<file path="config.mk">
export PLATFORM = sky130hd
export DESIGN_NAME = fpec_control
export DESIGN_NICKNAME = d
export VERILOG_FILES = /design/src/hw/fpec_pkg.sv /design/src/hw/fpec_block_map.sv /design/src/hw/fpec_control.sv
export SDC_FILE = /design/constraint.sdc
export NUM_CORES = 1
export LEC_CHECK = 0
export BUFFER_PORTS_ARGS = -buffer_cell sky130_fd_sc_hd__buf_2
export CAP_MARGIN = 20
export CELL_PAD_IN_SITES_DETAIL_PLACEMENT = 1
export CELL_PAD_IN_SITES_GLOBAL_PLACEMENT = 2
export CORE_MARGIN = 5
export CORE_UTILIZATION = 32
export DETAILED_ROUTE_END_ITERATION = 16
export GPL_TIMING_DRIVEN = 0
export PLACE_DENSITY = 0.79
export SLEW_MARGIN = 20
export SYNTH_ARGS = -nofsm -noshare
export SYNTH_HDL_FRONTEND = slang
export SYNTH_SLANG_ARGS = --single-unit
</file>
<file path="constraint.sdc">
create_clock -name clk -period 3.4 [get_ports clk]
set_clock_uncertainty 0.05 [all_clocks]
set_input_delay 0.68 -clock clk [delete_from_list [all_inputs] [get_ports clk]]
set_output_delay 0.68 -clock clk [all_outputs]
set_load 0.01 [all_outputs]
</file>
<file path="src/hw/fpec_pkg.sv">
// Package of constants and types for the flash program/erase control block
package fpec_pkg;

  // ==========================================================
  // Register addresses (low byte of the shared window)
  localparam logic [7:0] FPEC_ADDR_MODE_CONTROL = 8'h80;
  localparam logic [7:0] FPEC_ADDR_SETUP_ERROR = 8'h81;
  localparam logic [7:0] FPEC_ADDR_BLOCK_HIGH = 8'h82;
  localparam logic [7:0] FPEC_ADDR_BLOCK_LOW = 8'h83;

  // ==========================================================
  // Reset values
  localparam logic [7:0] FPEC_RST_MODE_CONTROL = 8'h80;
  localparam logic [7:0] FPEC_RST_SETUP_ERROR = 8'h00;
  localparam logic [7:0] FPEC_RST_BLOCK = 8'h00;
  localparam logic [7:0] FPEC_READ_DISABLED = 8'h00;

  // ==========================================================
  // Field positions
  localparam int FPEC_BIT_HW_WE = 7;
  localparam int FPEC_BIT_SW_WE = 6;
  localparam int FPEC_BIT_ERASE_VERIFY = 3;
  localparam int FPEC_BIT_PROGRAM_VERIFY = 2;
  localparam int FPEC_BIT_ERASE_RUN = 1;
  localparam int FPEC_BIT_PROGRAM_RUN = 0;
  localparam int FPEC_BIT_FLASH_ERROR = 7;
  localparam int FPEC_BIT_ERASE_SETUP = 1;
  localparam int FPEC_BIT_PROGRAM_SETUP = 0;
  localparam int FPEC_NUM_BLOCKS = 10;
  // Blocks 7..9 locked in normal CPU mode
  localparam logic [9:0] FPEC_NORMAL_MODE_MASK = 10'h07f;

  // ==========================================================
  // Block start addresses, 17-bit flash byte address
  localparam logic [16:0] FPEC_BLOCK_BASE [FPEC_NUM_BLOCKS] = '{
    17'h00000, 17'h00400, 17'h00800, 17'h00c00, 17'h01000,
    17'h08000, 17'h0c000, 17'h0e000, 17'h10000, 17'h18000};

  // ==========================================================
  // Bus access cycle: two states per byte access
  localparam int FPEC_ACCESS_STATES = 2;

  typedef enum logic [1:0] {
    FPEC_ST_IDLE = 2'b01,
    FPEC_ST_SECOND = 2'b10
  } fpec_bus_state_t;

  // Level outputs to the flash array controller
  typedef struct packed {
    logic program_run;
    logic erase_run;
    logic program_verify;
    logic erase_verify;
    logic [9:0] block_select;
  } fpec_array_ctrl_t;

endpackage

</file>
<file path="src/hw/fpec_block_map.sv">
// Maps a one-hot block selection to its start address and a block-selected flag
`timescale 1ns/1ps
`default_nettype none
module fpec_block_map (
  input wire logic [9:0] block_select,
  output logic [16:0] erase_base,
  output logic erase_any
);

  // ==========================================================
  // Lowest set bit wins; software keeps only one set
  always_comb begin
    erase_base = 17'h00000;
    erase_any = 1'b0;
    for (int i = fpec_pkg::FPEC_NUM_BLOCKS - 1; i >= 0; i--) begin
      if (block_select[i]) begin
        erase_base = fpec_pkg::FPEC_BLOCK_BASE[i];
        erase_any = 1'b1;
      end
    end
  end

endmodule
`default_nettype wire

</file>
<file path="src/hw/fpec_control.sv">
// Flash program/erase control register set with two-state byte bus
`timescale 1ns/1ps
`default_nettype none
module fpec_control (
  input wire logic clk,
  input wire logic resetn,
  input wire logic hw_standby,
  input wire logic low_power_entry,
  input wire logic flash_enabled,
  input wire logic normal_cpu_mode,
  input wire logic flash_register_select,
  input wire logic program_erase_error,
  input wire logic bus_cs,
  input wire logic bus_we,
  input wire logic [7:0] bus_addr,
  input wire logic [7:0] bus_wdata,
  output logic [7:0] bus_rdata,
  output logic bus_ready,
  output fpec_pkg::fpec_array_ctrl_t array_ctrl,
  output logic [16:0] erase_base,
  output logic erase_protected
);

  // ==========================================================
  // Register state
  logic sw_we_ff, nxt_sw_we;
  logic ev_ff, nxt_ev;
  logic pv_ff, nxt_pv;
  logic erun_ff, nxt_erun;
  logic prun_ff, nxt_prun;
  logic esu_ff, nxt_esu;
  logic psu_ff, nxt_psu;
  logic flash_error_flag_ff, nxt_flash_error_flag;
  logic [9:0] blk_ff, nxt_blk;
  logic [7:0] rdata_ff, nxt_rdata;
  logic ready_ff, nxt_ready;
  fpec_pkg::fpec_bus_state_t state_ff, nxt_state;
  fpec_pkg::fpec_array_ctrl_t array_ff, nxt_array;
  logic [16:0] base_ff, nxt_base;
  logic prot_ff, nxt_prot;
  logic [16:0] map_base;
  logic map_any;
  logic [9:0] blk_mask;
  logic hit, wr_now, rd_now;

  // ==========================================================
  // Decode helper
  function automatic logic addr_is(input logic [7:0] a, input logic [7:0] ref_addr);
    addr_is = (a == ref_addr);
  endfunction

  fpec_block_map u_map (
    .block_select(blk_ff),
    .erase_base(map_base),
    .erase_any(map_any)
  );

  // ==========================================================
  // Bus cycle: request taken in first state, completed in second
  // Window decode happens only with register select set
  assign hit = flash_register_select
    & (bus_addr[7:2] == fpec_pkg::FPEC_ADDR_MODE_CONTROL[7:2]);
  assign wr_now = (state_ff == fpec_pkg::FPEC_ST_SECOND) & bus_we & hit & flash_enabled;
  assign rd_now = (state_ff == fpec_pkg::FPEC_ST_SECOND) & ~bus_we & hit;
  assign blk_mask = normal_cpu_mode ? fpec_pkg::FPEC_NORMAL_MODE_MASK : 10'h3ff;

  always_comb begin
    nxt_state = state_ff;
    nxt_ready = 1'b0;
    unique case (state_ff)
      fpec_pkg::FPEC_ST_IDLE: begin
        // Strobe still up in the ready cycle belongs to the finished access
        if (bus_cs && !ready_ff) begin
          nxt_state = fpec_pkg::FPEC_ST_SECOND;
        end
      end
      fpec_pkg::FPEC_ST_SECOND: begin
        nxt_state = fpec_pkg::FPEC_ST_IDLE;
        nxt_ready = 1'b1;
      end
      default: begin
        nxt_state = fpec_pkg::FPEC_ST_IDLE;
      end
    endcase
  end

  // ==========================================================
  // Register next-state
  always_comb begin
    nxt_sw_we = sw_we_ff;
    nxt_ev = ev_ff;
    nxt_pv = pv_ff;
    nxt_erun = erun_ff;
    nxt_prun = prun_ff;
    nxt_esu = esu_ff;
    nxt_psu = psu_ff;
    nxt_blk = blk_ff;
    // Error flag is sticky; only reset or standby clears it
    nxt_flash_error_flag = flash_error_flag_ff | program_erase_error;
    if (wr_now && addr_is(bus_addr, fpec_pkg::FPEC_ADDR_MODE_CONTROL)) begin
      nxt_sw_we = bus_wdata[fpec_pkg::FPEC_BIT_SW_WE];
      if (sw_we_ff) begin
        nxt_ev = bus_wdata[fpec_pkg::FPEC_BIT_ERASE_VERIFY];
        nxt_pv = bus_wdata[fpec_pkg::FPEC_BIT_PROGRAM_VERIFY];
      end
      if (sw_we_ff && esu_ff) begin
        nxt_erun = bus_wdata[fpec_pkg::FPEC_BIT_ERASE_RUN];
      end
      if (sw_we_ff && psu_ff) begin
        nxt_prun = bus_wdata[fpec_pkg::FPEC_BIT_PROGRAM_RUN];
      end
    end
    if (wr_now && addr_is(bus_addr, fpec_pkg::FPEC_ADDR_SETUP_ERROR) && sw_we_ff) begin
      nxt_esu = bus_wdata[fpec_pkg::FPEC_BIT_ERASE_SETUP];
      nxt_psu = bus_wdata[fpec_pkg::FPEC_BIT_PROGRAM_SETUP];
    end
    if (wr_now && addr_is(bus_addr, fpec_pkg::FPEC_ADDR_BLOCK_HIGH)) begin
      nxt_blk[9:8] = bus_wdata[1:0] & blk_mask[9:8];
    end
    if (wr_now && addr_is(bus_addr, fpec_pkg::FPEC_ADDR_BLOCK_LOW)) begin
      nxt_blk[7:0] = bus_wdata & blk_mask[7:0];
    end
    // Block selects cleared while software enable is low
    if (!nxt_sw_we) begin
      nxt_blk = 10'h000;
    end
    // Low-power entry: mode register to reset value, setup bits down
    if (low_power_entry) begin
      nxt_sw_we = 1'b0;
      nxt_ev = 1'b0;
      nxt_pv = 1'b0;
      nxt_erun = 1'b0;
      nxt_prun = 1'b0;
      nxt_esu = 1'b0;
      nxt_psu = 1'b0;
      nxt_blk = 10'h000;
    end
  end

  // ==========================================================
  // Read data and array levels
  always_comb begin
    nxt_rdata = rdata_ff;
    if (rd_now) begin
      nxt_rdata = fpec_pkg::FPEC_READ_DISABLED;
      if (flash_enabled) begin
        if (addr_is(bus_addr, fpec_pkg::FPEC_ADDR_MODE_CONTROL)) begin
          nxt_rdata = {1'b1, sw_we_ff, 2'b00, ev_ff, pv_ff, erun_ff, prun_ff};
        end else if (addr_is(bus_addr, fpec_pkg::FPEC_ADDR_SETUP_ERROR)) begin
          nxt_rdata = {flash_error_flag_ff, 5'h00, esu_ff, psu_ff};
        end else if (addr_is(bus_addr, fpec_pkg::FPEC_ADDR_BLOCK_HIGH)) begin
          nxt_rdata = {6'h00, blk_ff[9:8] & blk_mask[9:8]};
        end else begin
          nxt_rdata = blk_ff[7:0] & blk_mask[7:0];
        end
      end
    end
    nxt_array.program_run = prun_ff;
    nxt_array.erase_run = erun_ff;
    nxt_array.program_verify = pv_ff;
    nxt_array.erase_verify = ev_ff;
    nxt_array.block_select = blk_ff & blk_mask;
    nxt_base = map_base;
    // Without a selected block, or in error protection, nothing erases
    nxt_prot = ~map_any | flash_error_flag_ff;
  end

  // ==========================================================
  // Registers
  always_ff @(posedge clk) begin
    if (!resetn || hw_standby) begin
      sw_we_ff <= 1'b0;
      ev_ff <= 1'b0;
      pv_ff <= 1'b0;
      erun_ff <= 1'b0;
      prun_ff <= 1'b0;
      esu_ff <= 1'b0;
      psu_ff <= 1'b0;
      flash_error_flag_ff <= 1'b0;
      blk_ff <= 10'h000;
      rdata_ff <= 8'h00;
      ready_ff <= 1'b0;
      state_ff <= fpec_pkg::FPEC_ST_IDLE;
      array_ff <= '0;
      base_ff <= 17'h00000;
      prot_ff <= 1'b1;
    end else begin
      sw_we_ff <= nxt_sw_we;
      ev_ff <= nxt_ev;
      pv_ff <= nxt_pv;
      erun_ff <= nxt_erun;
      prun_ff <= nxt_prun;
      esu_ff <= nxt_esu;
      psu_ff <= nxt_psu;
      flash_error_flag_ff <= nxt_flash_error_flag;
      blk_ff <= nxt_blk;
      rdata_ff <= nxt_rdata;
      ready_ff <= nxt_ready;
      state_ff <= nxt_state;
      array_ff <= nxt_array;
      base_ff <= nxt_base;
      prot_ff <= nxt_prot;
    end
  end

  assign bus_rdata = rdata_ff;
  assign bus_ready = ready_ff;
  assign array_ctrl = array_ff;
  assign erase_base = base_ff;
  assign erase_protected = prot_ff;

endmodule
`default_nettype wire

</file>
Word level (Yosys, flattened, before mapping)
Cells that the tools add are included.

operators by class
  add/sub/neg operators = 0
  multipliers = 0
  div/mod/pow operators = 0
  $lt $le $gt $ge = 0
  eq/ne operators = 7
  shifts and indexed selects = 0
  muxes and demuxes = 26
  bitwise operators = 17
  reduce and logical (&&, ||, !) cells = 25

operators by type and width
  kind                                        number
  16-bit 2-to-1 mux                           3
  17-bit 2-to-1 mux                           2
  8-bit equality test, second input constant  4
  8-bit 2-to-1 mux                            4
  12-bit 2-to-1 mux                           2
  8-bit AND                                   2
  13-bit 2-to-1 mux                           1
  1-bit 2-to-1 mux                            12
  11-bit 2-to-1 mux                           1
  10-bit AND                                  1
  10-bit 2-to-1 mux                           1
  10-bit OR reduction                         1
  9-bit OR reduction                          1
  1-bit logical AND                           8
  8-bit OR reduction                          1
  7-bit OR reduction                          1
  1-bit AND                                   6
  6-bit equality test, second input constant  1
  2-bit AND reduction                         3
  2-bit OR reduction                          3
  3-bit OR reduction                          2
  6-bit OR reduction                          1
  5-bit OR reduction                          1
  2-bit AND                                   2
  6 further kinds                             11

word-level totals
  register bits after elaboration = 61
  bits in latches = 0
  RAM bits = 0
  ROM bits = 0
  bits of input ports = 26
  logic and storage cells = 102
  memories kept = 0

Depth between registers and ports, before layout
Gate-level depths: netlist (run 1).

  depth after elaboration = 12
  gate-level depth with buffers = 6
  gate-level depth less buffers = 4

Hierarchy
From an unflattened synthesis (run 1), not the netlist that was laid out.

unflattened totals
  cells, all modules = 254
  area total of the unflattened synthesis = 2,531.2 um^2

modules (own cells, without submodules)
  module          instances  cells an instance  area an instance (um^2)  seq. area each (um^2)
  fpec_control    1          224                2,309.7                  1,221.2
  fpec_block_map  1          30                 221.5                    0.0

Least setup slack after synthesis (run 1)
No wires, ideal clock.

  kind = in2reg
  from = input port bus_addr[5]
  to = register sw_we_ff
  arrival time = 2.094 ns
  path slack = 1.142 ns
  stages = 6
  path through = or4b_4 > buf_6 > nor4_4 > mux2i_1 > buf_6 > inv_1

between the ends
  cells in the longest elaborated chain, start to end = 6
  elaborated cells on any way between the ends = 7
  classes of those cells = eq/ne: 2; mux: 1; bitwise: 3; reduce/logical: 1

ends and longest elaborated chain
  item                    line                 source
  start: declaration      fpec_control.sv:15   input wire logic [7:0] bus_addr,
  6-bit equality test     fpec_control.sv:62   & (bus_addr[7:2] == fpec_pkg::FPEC_ADDR_MODE_CONTROL[7:2]);
  1-bit AND               fpec_control.sv:62
  1-bit AND (2 in a row)  fpec_control.sv:63   assign wr_now = (state_ff == fpec_pkg::FPEC_ST_SECOND) & bus_we & hit & flash_enabled;
  1-bit logical AND (*)   fpec_control.sv:100  if (wr_now && addr_is(bus_addr, fpec_pkg::FPEC_ADDR_MODE_CONTROL)) begin
  1-bit 2-to-1 mux (*)    fpec_control.sv:100
  end signal: assignment  fpec_control.sv:188  sw_we_ff <= nxt_sw_we;
  end: declaration        fpec_control.sv:26   logic sw_we_ff, nxt_sw_we;

Every way passes the cells marked *; elsewhere a longest branch is shown, timed or not.
A chain may end at the register's enable or synchronous reset.

Final worst setup path (run 1)
  from = input port bus_addr[5]
  to = register rdata_ff[6] (netlist: bus_rdata[6])

between the ends
  cells in the longest elaborated chain, start to end = 5
  elaborated cells on any way between the ends = 10
  classes of those cells = eq/ne: 4; mux: 4; bitwise: 2

ends and longest elaborated chain
  item                    line                 source
  8-bit equality test     fpec_control.sv:49   addr_is = (a == ref_addr);
  8-bit 2-to-1 mux        fpec_control.sv:151  end else if (addr_is(bus_addr, fpec_pkg::FPEC_ADDR_BLOCK_HIGH)) begin
  8-bit 2-to-1 mux        fpec_control.sv:149  end else if (addr_is(bus_addr, fpec_pkg::FPEC_ADDR_SETUP_ERROR)) begin
  8-bit 2-to-1 mux        fpec_control.sv:147  if (addr_is(bus_addr, fpec_pkg::FPEC_ADDR_MODE_CONTROL)) begin
  8-bit 2-to-1 mux        fpec_control.sv:146  if (flash_enabled) begin
  end signal: assignment  fpec_control.sv:197  rdata_ff <= nxt_rdata;
  end: declaration        fpec_control.sv:35   logic [7:0] rdata_ff, nxt_rdata;

Several ways; a longest one is shown, not always the timed one.

==> summary.txt, run 1 <==
Critical path
  • Critical Path RT: 3550 ps
  • Critical path, cell by cell: buf_2 > nor4b_1 > nand3_1 > a32o_1
  • CP Launch Type: input pin
  • Critical path arrival: 2530 ps
  • CP Capture Type: flip-flop
  • Worst setup path class: in -> reg
  • Critical-path maximum fanout: 8
  • CP max stage cell: nor4b_1
  • CP peak stage delay: 810 ps

Floorplanning
  • Die Span X: 92.65 microns
  • Initial cell density of the core: 32.53%
  • Height of the die: 92.65 microns
  • Core area: 6719 sq um
  • # rows: 30
  • Ports: 67
  • Die area: 8584 sq um

Clocking
  • Clock sink count: 51
  • H-tree depth: 2
  • Hold-fix buffers, CTS: 0
  • Root Driver: clkbuf_8
  • Post-CTS Setup Repair Bufs: 0
  • Num CTS Buffers: 5
  • CTS Buffer Depth: 2
  • Worst-Skew Late Latency: 300 ps
  • Post_cts resized: 0
  • CTS tree: yes
  • Clock transition at path regs: 90 ps

Logic synthesis
  • Post-synth cell types: 41
  • Area leader, netlist: dfxtp_1
  • Predominant post-synthesis flop cell: dfxtp_1
  • Register area share after synthesis: 46.71%
  • Post-Syn Area: 2186 sq um
  • Seq cells post-synth: 51
  • Synth top cells by count: dfxtp_1 (51), nand2_1 (27), nor2_1 (16)
  • Top cells by area, synth: dfxtp_1 (47%), nand2_1 (4.6%), nor4_4 (3.9%)
  • Synth warn: 0
  • Most common cell in the netlist: dfxtp_1
  • Avg Inst Size Synth: 9.504 sq um
  • Ys async rst share: 0%
  • Synthesized instance count: 230
  • Post-synth EDFFs: 0
  • Share of the synthesized area in the top cell type: 46.71%

STA
  • TNS Setup: 0 ps
  • Slew @ Worst Pin: 933.0 ps
  • RSZ-0062 raised after global routing: no
  • Fin. Hold Viols: 0
  • Time the worst path needs with I/O delays and setup: 2380 ps
  • Max-slew headroom: 36.92%
  • FMAX: 420.1 MHz
  • Max Slew Vio Count: 0
  • Final Setup Violations: 0
  • Period utilisation layout: 70.01%

Global route
  • GRT Residual Overflow: 0
  • First-pass GRT wire length: 9.666 mm
  • Vias in the first global route: 1881
  • Largest net degree at the start of global routing: 16
  • Aggregate global-route resource usage: 14.27%
  • Initial antenna violation count: 0

Detailed routing
  • Wire length per cell after detailed routing: 15.59 microns
  • DRT Pass-1 Iters: 4
  • Avg Vias per Cell: 4.961
  • Iter 0 DRT Violations: 61
  • Vias: 1900
  • # DRC: 0
  • Final wirelength: 5.972 mm
  • DRT antenna net count: 0

Power and ir drop
  • Power per cell area: 391.0 nW/um^2
  • Maximum vdd drop: 0.1523 mV
  • Leakage: 1.072 nW
  • Total power: 1.057 mW

Placed design
  • Port bufs: 56
  • Placed inst area: 2600 sq um
  • Placed Cells: 375
  • Dpl hpwl: 4.735 mm
  • RePlAce Congestion: 0.8405

Layout
  • Area delta synth->final: 23.70%
  • Final Core Density: 40.24%
  • Share of cells above drive strength 1: 32.34%
  • Fin cells: 383
  • Final instance area: 2704 sq um
  • Final Net Count: 328
  • Diode count: 0

Run
  • Max-cap violations: 0

Hold path
  • Hold Crit Class: reg -> reg

Status
  • Status: finished clean
final timing paths:
path / startpoint / to / cells after the start / slack [ps]
setup / recovery: bus_addr[5] / bus_rdata[6]$_SDFFE_PP0P_ / 4 / 1020
hold / removal: bus_rdata[4]$_SDFFE_PP0P_ / bus_rdata[4]$_SDFFE_PP0P_ / 2 / 410
setup reg to reg: state_ff[0]$_SDFFE_PP1P_ / sw_we_ff$_SDFF_PP0_ / 5 / 1660
hold reg to reg: bus_rdata[4]$_SDFFE_PP0P_ / bus_rdata[4]$_SDFFE_PP0P_ / 2 / 410
metrics by stage:
stage	hold WS (ps)	setup WS [ps]
after floorplan	390.6	1142
after global placement	392.8	727.3
after detailed placement	399.7	733.9
after CTS	412.7	1052
after global routing	434.0	833.8
final	406.5	1020
cells in the final DEF, fill, tap and decap left out, types with 3 or more instances in the layout:
cell type / Yosys / final
a21oi_1: 12 / 12
a21oi_2: 9 / 9
a32o_1: 5 / 5
and2_1: 11 / 11
and4_1: 3 / 3
buf_2: 1 / 57
buf_4: 10 / 10
clkbuf_1: 7 / 7
clkbuf_8: 0 / 7
conb_1: 1 / 10
dfxtp_1: 51 / 51
inv_1: 8 / 8
mux2i_1: 3 / 3
nand2_1: 27 / 27
nand2b_1: 4 / 4
nand3_1: 7 / 7
nand3b_1: 4 / 4
nand4_1: 7 / 7
nor2_1: 16 / 16
nor3_1: 6 / 6
nor3b_1: 3 / 3
nor4_4: 4 / 4
o21ai_0: 3 / 3
power by group:
part	internal [mW]	switching, mW
logic	0.0294	0.0426
clock network	0.185	0.199
registers	0.598	0.00214
critical path: cells and delay by family:
family | cells | cell delay (ps)
AOI/OAI and AO/OA | 1 | 410
buffers and inverters | 1 | 110
and+or+nand+nor | 2 | 1330
metal layers:
| layer | part of all wire [%] | GRT usage (%) | up-vias |
|---|---|---|---|
| met5 | 0 | 0 | - |
| met4 | 1.7 | 4.274 | 0 |
| met3 | 5.2 | 3.412 | 8 |
| met2 | 47 | 23.75 | 55 |
| met1 | 46 | 18.28 | 894 |
| li1 | - | - | 943 |
layout make-up:
| class | count | area, sq um |
|---|---|---|
| buffer | 20 | 128.9 |
| clock buffer | 7 | 96.34 |
| clock inverter | 1 | 7.507 |
| fill | 816 | 4015 |
| inverter | 8 | 30.03 |
| multi-input combinational | 160 | 1040 |
| sequential | 51 | 1021 |
| tap | 80 | 100.1 |
| timing repair buffer | 56 | 280.3 |
state kept, by name (all words and copies together) (netlist names), 2 cells and up:
name	count
array_ctrl	14
blk_ff	10
bus_rdata	8
erase_base	7
state_ff	2
cell families after synthesis:
kind of cell	synth area share (%)
buffers and inverters	7.269
other	0.1716
AND/OR/NAND/NOR	31.25
AO/OA/AOI/OAI	12.19
flip-flops	46.71
multiplexers	2.404
Power figures use the tool's default switching activity.
==> run 2: changes to the inputs <==
--- a/config.mk
+++ b/config.mk
@@ -10,10 +10,10 @@
 export CELL_PAD_IN_SITES_DETAIL_PLACEMENT = 1
 export CELL_PAD_IN_SITES_GLOBAL_PLACEMENT = 2
 export CORE_MARGIN = 5
-export CORE_UTILIZATION = 32
+export CORE_UTILIZATION = 30
 export DETAILED_ROUTE_END_ITERATION = 16
 export GPL_TIMING_DRIVEN = 0
-export PLACE_DENSITY = 0.79
+export PLACE_DENSITY = 0.75
 export SLEW_MARGIN = 20
 export SYNTH_ARGS = -nofsm -noshare
 export SYNTH_HDL_FRONTEND = slang
==> constraint.sdc (replaced) <==
create_clock -name clk -period 2.4 [get_ports clk]
set_clock_uncertainty 0.05 [all_clocks]
set_input_delay 0.48 -clock clk [delete_from_list [all_inputs] [get_ports clk]]
set_output_delay 0.48 -clock clk [all_outputs]
set_load 0.01 [all_outputs]
==> summary.txt, run 2 (same netlist as run 1, synthesis figures left out) <==
STA
  • Slew @ Worst Pin: 876.0 ps
  • Fin Hold WS: 322.8 ps
  • RSZ-0062 raised after global routing: no
  • Period utilisation layout: 87.03%
  • FMAX: 478.8 MHz
  • Final Setup Violations: 0
  • TNS Setup: 0 ps
  • Time the worst path needs with I/O delays and setup: 2089 ps
  • Max Slew Vio Count: 0
  • Fin. Hold Viols: 0
  • Max-slew headroom: 40.78%

Floorplanning
  • Height of the die: 95.36 microns
  • Die Span X: 95.36 microns
  • Ports: 67
  • Core area: 7176 sq um
  • Die area: 9094 sq um
  • Initial cell density of the core: 30.46%
  • # rows: 31

Layout
  • Most frequent cells in the layout: buf_2 (57), dfxtp_1 (51), nand2_1 (27)
  • Final Net Count: 328
  • Fin cells: 402
  • Final instance area: 2721 sq um
  • Share of cells above drive strength 1: 32.34%
  • Fill count: 870
  • Area delta synth->final: 24.50%
  • Most common cell after layout, fill and taps aside: buf_2
  • Register Area: 1021 sq um
  • Max reg flops: 14
  • Diode count: 0
  • Area of the multi-input gates: 1040 sq um

Power and ir drop
  • Gate power share: 7.0%
  • Leakage: 1.072 nW
  • Part of the power in registers: 57.6%
  • Maximum vdd drop: 0.2113 mV
  • Int Power: 1.106 mW
  • Power per cell area: 542.3 nW/um^2
  • Clk pwr share: 35.4%
  • Switching pwr: 0.3700 mW
  • Switching share of power: 25.07%

Hold path
  • Hold path startpoint: program_erase_error
  • Hold Crit Class: in -> reg
  • Hold Crit Depth: 3
  • Worst-case hold path end point: flash_error_flag_ff$_SDFF_PP0_

Clocking
  • CTS Buffer Depth: 2
  • Clock sink count: 51
  • Post-CTS Setup Repair Bufs: 0
  • Post_cts resized: 0
  • Root Driver: clkbuf_8
  • Worst-Skew Late Latency: 310 ps
  • CTS tree: yes
  • H-tree depth: 2
  • Num CTS Buffers: 5
  • Hold-fix buffers, CTS: 0
  • Clock transition at path regs: 100 ps

Critical path
  • Worst setup path class: in -> reg
  • Critical path arrival: 2250 ps
  • CP Launch Type: input pin
  • Reg2Reg Depth: 5
  • R2R Setup Slk: 640 ps
  • Critical path, cell by cell: buf_2 > nor4b_1 > nand3_1 > a32o_1
  • Critical Path RT: 2560 ps
  • Crit Reg-Reg Endpoint: sw_we_ff$_SDFF_PP0_
  • CP max stage cell: nor4b_1
  • CP Capture Type: flip-flop
  • CP peak stage delay: 770 ps
  • Critical-path maximum fanout: 8
  • FF-to-FF Start: state_ff[0]$_SDFFE_PP1P_

Global route
  • First-pass GRT wire length: 9.604 mm
  • Largest net degree at the start of global routing: 19
  • Initial antenna violation count: 0
  • Aggregate global-route resource usage: 14.02%
  • Vias in the first global route: 1910
  • GRT Residual Overflow: 0

Detailed routing
  • Wire length per cell after detailed routing: 14.95 microns
  • Final wirelength: 6.008 mm
  • DRT antenna net count: 0
  • Avg Vias per Cell: 4.704
  • # DRC: 0
  • Iter 0 DRT Violations: 48
  • DRT Pass-1 Iters: 4
  • Vias: 1891

Placed design
  • RePlAce Congestion: 0.7477
  • Placed Cells: 394
  • Dpl hpwl: 4.714 mm
  • Placed inst area: 2624 sq um
  • Port bufs: 56

Status
  • Status: finished clean

Run
  • Max-cap violations: 0
[run 2: cell types whose count changed in the layout (fill, tap and decap cells not counted), sizes merged]
| cell | before | now |
|---|---|---|
| clkbuf | 14 | 12 |
| clkinv | 0 | 2 |
| clkinvlp | 1 | 0 |
| inv | 8 | 9 |
[run 2: through the flow]
| stage | setup WS, ps | total power, mW | utilization [%] |
|---|---|---|---|
| floorplan | 342.3 | 0.9271 | - |
| finish | 311.4 | 1.476 | 37.93 |
| CTS | 259.3 | 1.491 | 37.93 |
| global placement | -19.80 | 0.9718 | 36.57 |
| detailed placement | -59.28 | 0.9734 | 36.57 |
| global route | 130.4 | 1.538 | 37.93 |
[run 2: routing by layer]
layer | wire [microns] | GRT usage [%] | vias up
met1 | 2661 | 17.42 | 884
met2 | 2903 | 24.02 | 56
li1 | - | - | 946
met3 | 374 | 3.157 | 5
met4 | 68 | 4.327 | 0
met5 | 0 | 0 | -
[run 2: worst max-delay path, delay by kind of cell]
family	cells	cell delay, ps
buffers and inverters	1	100
AND/OR/NAND/NOR	2	1260
AO/OA/AOI/OAI	1	400
[run 2: how the worst max path moves through the flow]
stage	cells after the start	end	start
floorplan	6	sw_we_ff$_SDFF_PP0_	bus_addr[5]
CTS	4	bus_rdata[3]$_SDFFE_PP0P_	bus_addr[5]
finish	4	bus_rdata[3]$_SDFFE_PP0P_	bus_addr[5]
detailed placement	4	bus_rdata[3]$_SDFFE_PP0P_	bus_addr[5]
global route	4	bus_rdata[6]$_SDFFE_PP0P_	bus_addr[5]
global placement	4	bus_rdata[3]$_SDFFE_PP0P_	bus_addr[5]
[run 2: power groups by stage]
| stage | Sequential (mW) | Combinational (mW) | Clock (mW) |
|---|---|---|---|
| after floorplan | 0.869 | 0.0578 | 0 |
| after global placement | 0.870 | 0.102 | 0 |
| after detailed placement | 0.870 | 0.103 | 0 |
| after CTS | 0.851 | 0.103 | 0.538 |
| after global routing | 0.852 | 0.113 | 0.573 |
| final | 0.851 | 0.103 | 0.522 |
[run 2: layout make-up]
type                       instances  share of cell area (%)
clock inverter                     3                   1.057
tap                               99                   4.552
multi-input combinational        160                   38.21
inverter                           8                   1.103
clock buffer                       5                   2.529
buffer                            20                   4.736
sequential                        51                   37.52
timing repair buffer              56                   10.30
==> run 3: changes to the inputs <==
--- a/config.mk
+++ b/config.mk
@@ -5,7 +5,7 @@
 export SDC_FILE = /design/constraint.sdc
 export NUM_CORES = 1
 export LEC_CHECK = 0
-export BUFFER_PORTS_ARGS = -buffer_cell sky130_fd_sc_hd__buf_2
+export BUFFER_PORTS_ARGS = -buffer_cell sky130_fd_sc_hd__clkbuf_2
 export CAP_MARGIN = 20
 export CELL_PAD_IN_SITES_DETAIL_PLACEMENT = 1
 export CELL_PAD_IN_SITES_GLOBAL_PLACEMENT = 2
==> summary.txt, run 3 (same netlist as run 1, synthesis figures left out) <==
Global route
  • Initial antenna violation count: 0
  • Vias in the first global route: 1932
  • GRT Residual Overflow: 0
  • First-pass GRT wire length: 9.439 mm
  • Largest net degree at the start of global routing: 19
  • Aggregate global-route resource usage: 13.69%

Clocking
  • Clock sink count: 51
  • Clock transition at path regs: 100 ps
  • Num CTS Buffers: 5
  • CTS Buffer Depth: 2
  • Root Driver: clkbuf_8
  • H-tree depth: 2
  • Hold-fix buffers, CTS: 0
  • Worst-Skew Late Latency: 310 ps
  • Post_cts resized: 0
  • CTS tree: yes
  • Post-CTS Setup Repair Bufs: 0

Placed design
  • RePlAce Congestion: 0.7477
  • Port bufs: 56
  • Placed Cells: 394
  • Dpl hpwl: 4.724 mm

Detailed routing
  • Wire length per cell after detailed routing: 14.68 microns
  • Vias: 1859
  • # DRC: 0
  • Final wirelength: 5.900 mm
  • DR WL met3: 311 microns
  • Routed wl met2: 2.808 mm
  • Post-Route M1 WL: 2.700 mm
  • Avg Vias per Cell: 4.624
  • DRT antenna net count: 0
  • Top Metal Used: met4
  • Iter 0 DRT Violations: 35
  • DRT Pass-1 Iters: 4

Power and ir drop
  • Switching pwr: 0.3677 mW
  • Int Power: 1.106 mW
  • Maximum vdd drop: 0.1898 mV
  • Clk pwr share: 35.4%
  • Leakage: 1.050 nW
  • Power per cell area: 541.4 nW/um^2
  • Gate power share: 6.9%
  • Part of the power in registers: 57.7%
  • Switching share of power: 24.96%

Floorplanning
  • Die area: 9094 sq um
  • # rows: 31
  • Core area: 7176 sq um
  • Die Span X: 95.36 microns
  • Ports: 67
  • Initial cell density of the core: 30.46%
  • Height of the die: 95.36 microns

Layout
  • Most common cell after layout, fill and taps aside: clkbuf_2
  • Max reg flops: 14
  • Diode count: 0
  • Most frequent cells in the layout: clkbuf_2 (56), dfxtp_1 (51), nand2_1 (27)
  • Share of cells above drive strength 1: 32.34%
  • Fin cells: 402
  • Final Net Count: 328
  • Area delta synth->final: 24.50%

Run
  • Max-cap violations: 0

STA
  • Final Setup Violations: 0
  • Max-slew headroom: 44.70%
  • Period utilisation layout: 84.90%
  • Time the worst path needs with I/O delays and setup: 2038 ps
  • RSZ-0062 raised after global routing: no
  • FMAX: 490.8 MHz
  • Fin. Hold Viols: 0
  • Fin Hold WS: 325.9 ps
  • Slew @ Worst Pin: 818.0 ps
  • Max Slew Vio Count: 0
  • TNS Setup: 0 ps

Hold path
  • Hold Crit Class: in -> reg

Critical path
  • Critical Path RT: 2550 ps
  • CP Capture Type: flip-flop
  • Critical path arrival: 2190 ps
  • CP Launch Type: input pin
  • Critical-path maximum fanout: 8
  • Worst setup path class: in -> reg

Status
  • Status: finished clean
## run 3: cell count changes in the layout (fill, tap and decap cells not counted)
cell      change
clkbuf_2     +56
buf_2        -56
## run 3: final cells by class
cell class	count	area [sq um]
clock inverters	3	28.78
flip-flops and latches	51	1021
repair buffers	56	280.3
plain buffers	20	128.9
well taps	99	123.9
fillers	869	4454
inverters	8	30.03
clock buffers	5	68.82
multi-input cells	160	1040
## run 3: worst paths after layout
path                            slack (ps)  cells after the start                 startpoint                              to
worst max-delay path                   360                      4                bus_addr[5]       bus_rdata[6]$_SDFFE_PP0P_
worst min-delay path                   330                      3        program_erase_error  flash_error_flag_ff$_SDFF_PP0_
worst max register to register         660                      5   state_ff[0]$_SDFFE_PP1P_             sw_we_ff$_SDFF_PP0_
worst min register to register         410                      2  bus_rdata[1]$_SDFFE_PP0P_       bus_rdata[1]$_SDFFE_PP0P_
## run 3: through the flow
step | power [mW] | worst slack, ps | util (%) | instance area, sq um
floorplan | 0.9271 | 342.3 | - | 2220
global placement | 0.9717 | 16.97 | 36.57 | 2624
detailed placement | 0.9725 | 47.24 | 36.57 | 2624
CTS | 1.495 | 344.1 | 37.93 | 2721
global route | 1.533 | 209.3 | 37.93 | 2721
finish | 1.473 | 362.4 | 37.93 | 2721
## run 3: worst max-delay path: stages
cell,delay [ps]
clkbuf_2,90
nor4b_1,730
nand3_1,490
a32o_1,400
## run 3: power groups by stage
| stage | logic [mW] | registers (mW) | clock network, mW |
|---|---|---|---|
| global route | 0.113 | 0.851 | 0.569 |
| floorplan | 0.0578 | 0.869 | 0 |
| CTS | 0.102 | 0.851 | 0.542 |
| global placement | 0.102 | 0.870 | 0 |
| finish | 0.102 | 0.851 | 0.521 |
| detailed placement | 0.102 | 0.870 | 0 |
## run 3: layer usage
layer | vias up | track usage, %
met3 | 9 | 2.841
met4 | 0 | 4.327
li1 | 940 | -
met2 | 51 | 23.32
met5 | - | 0
met1 | 859 | 17.22
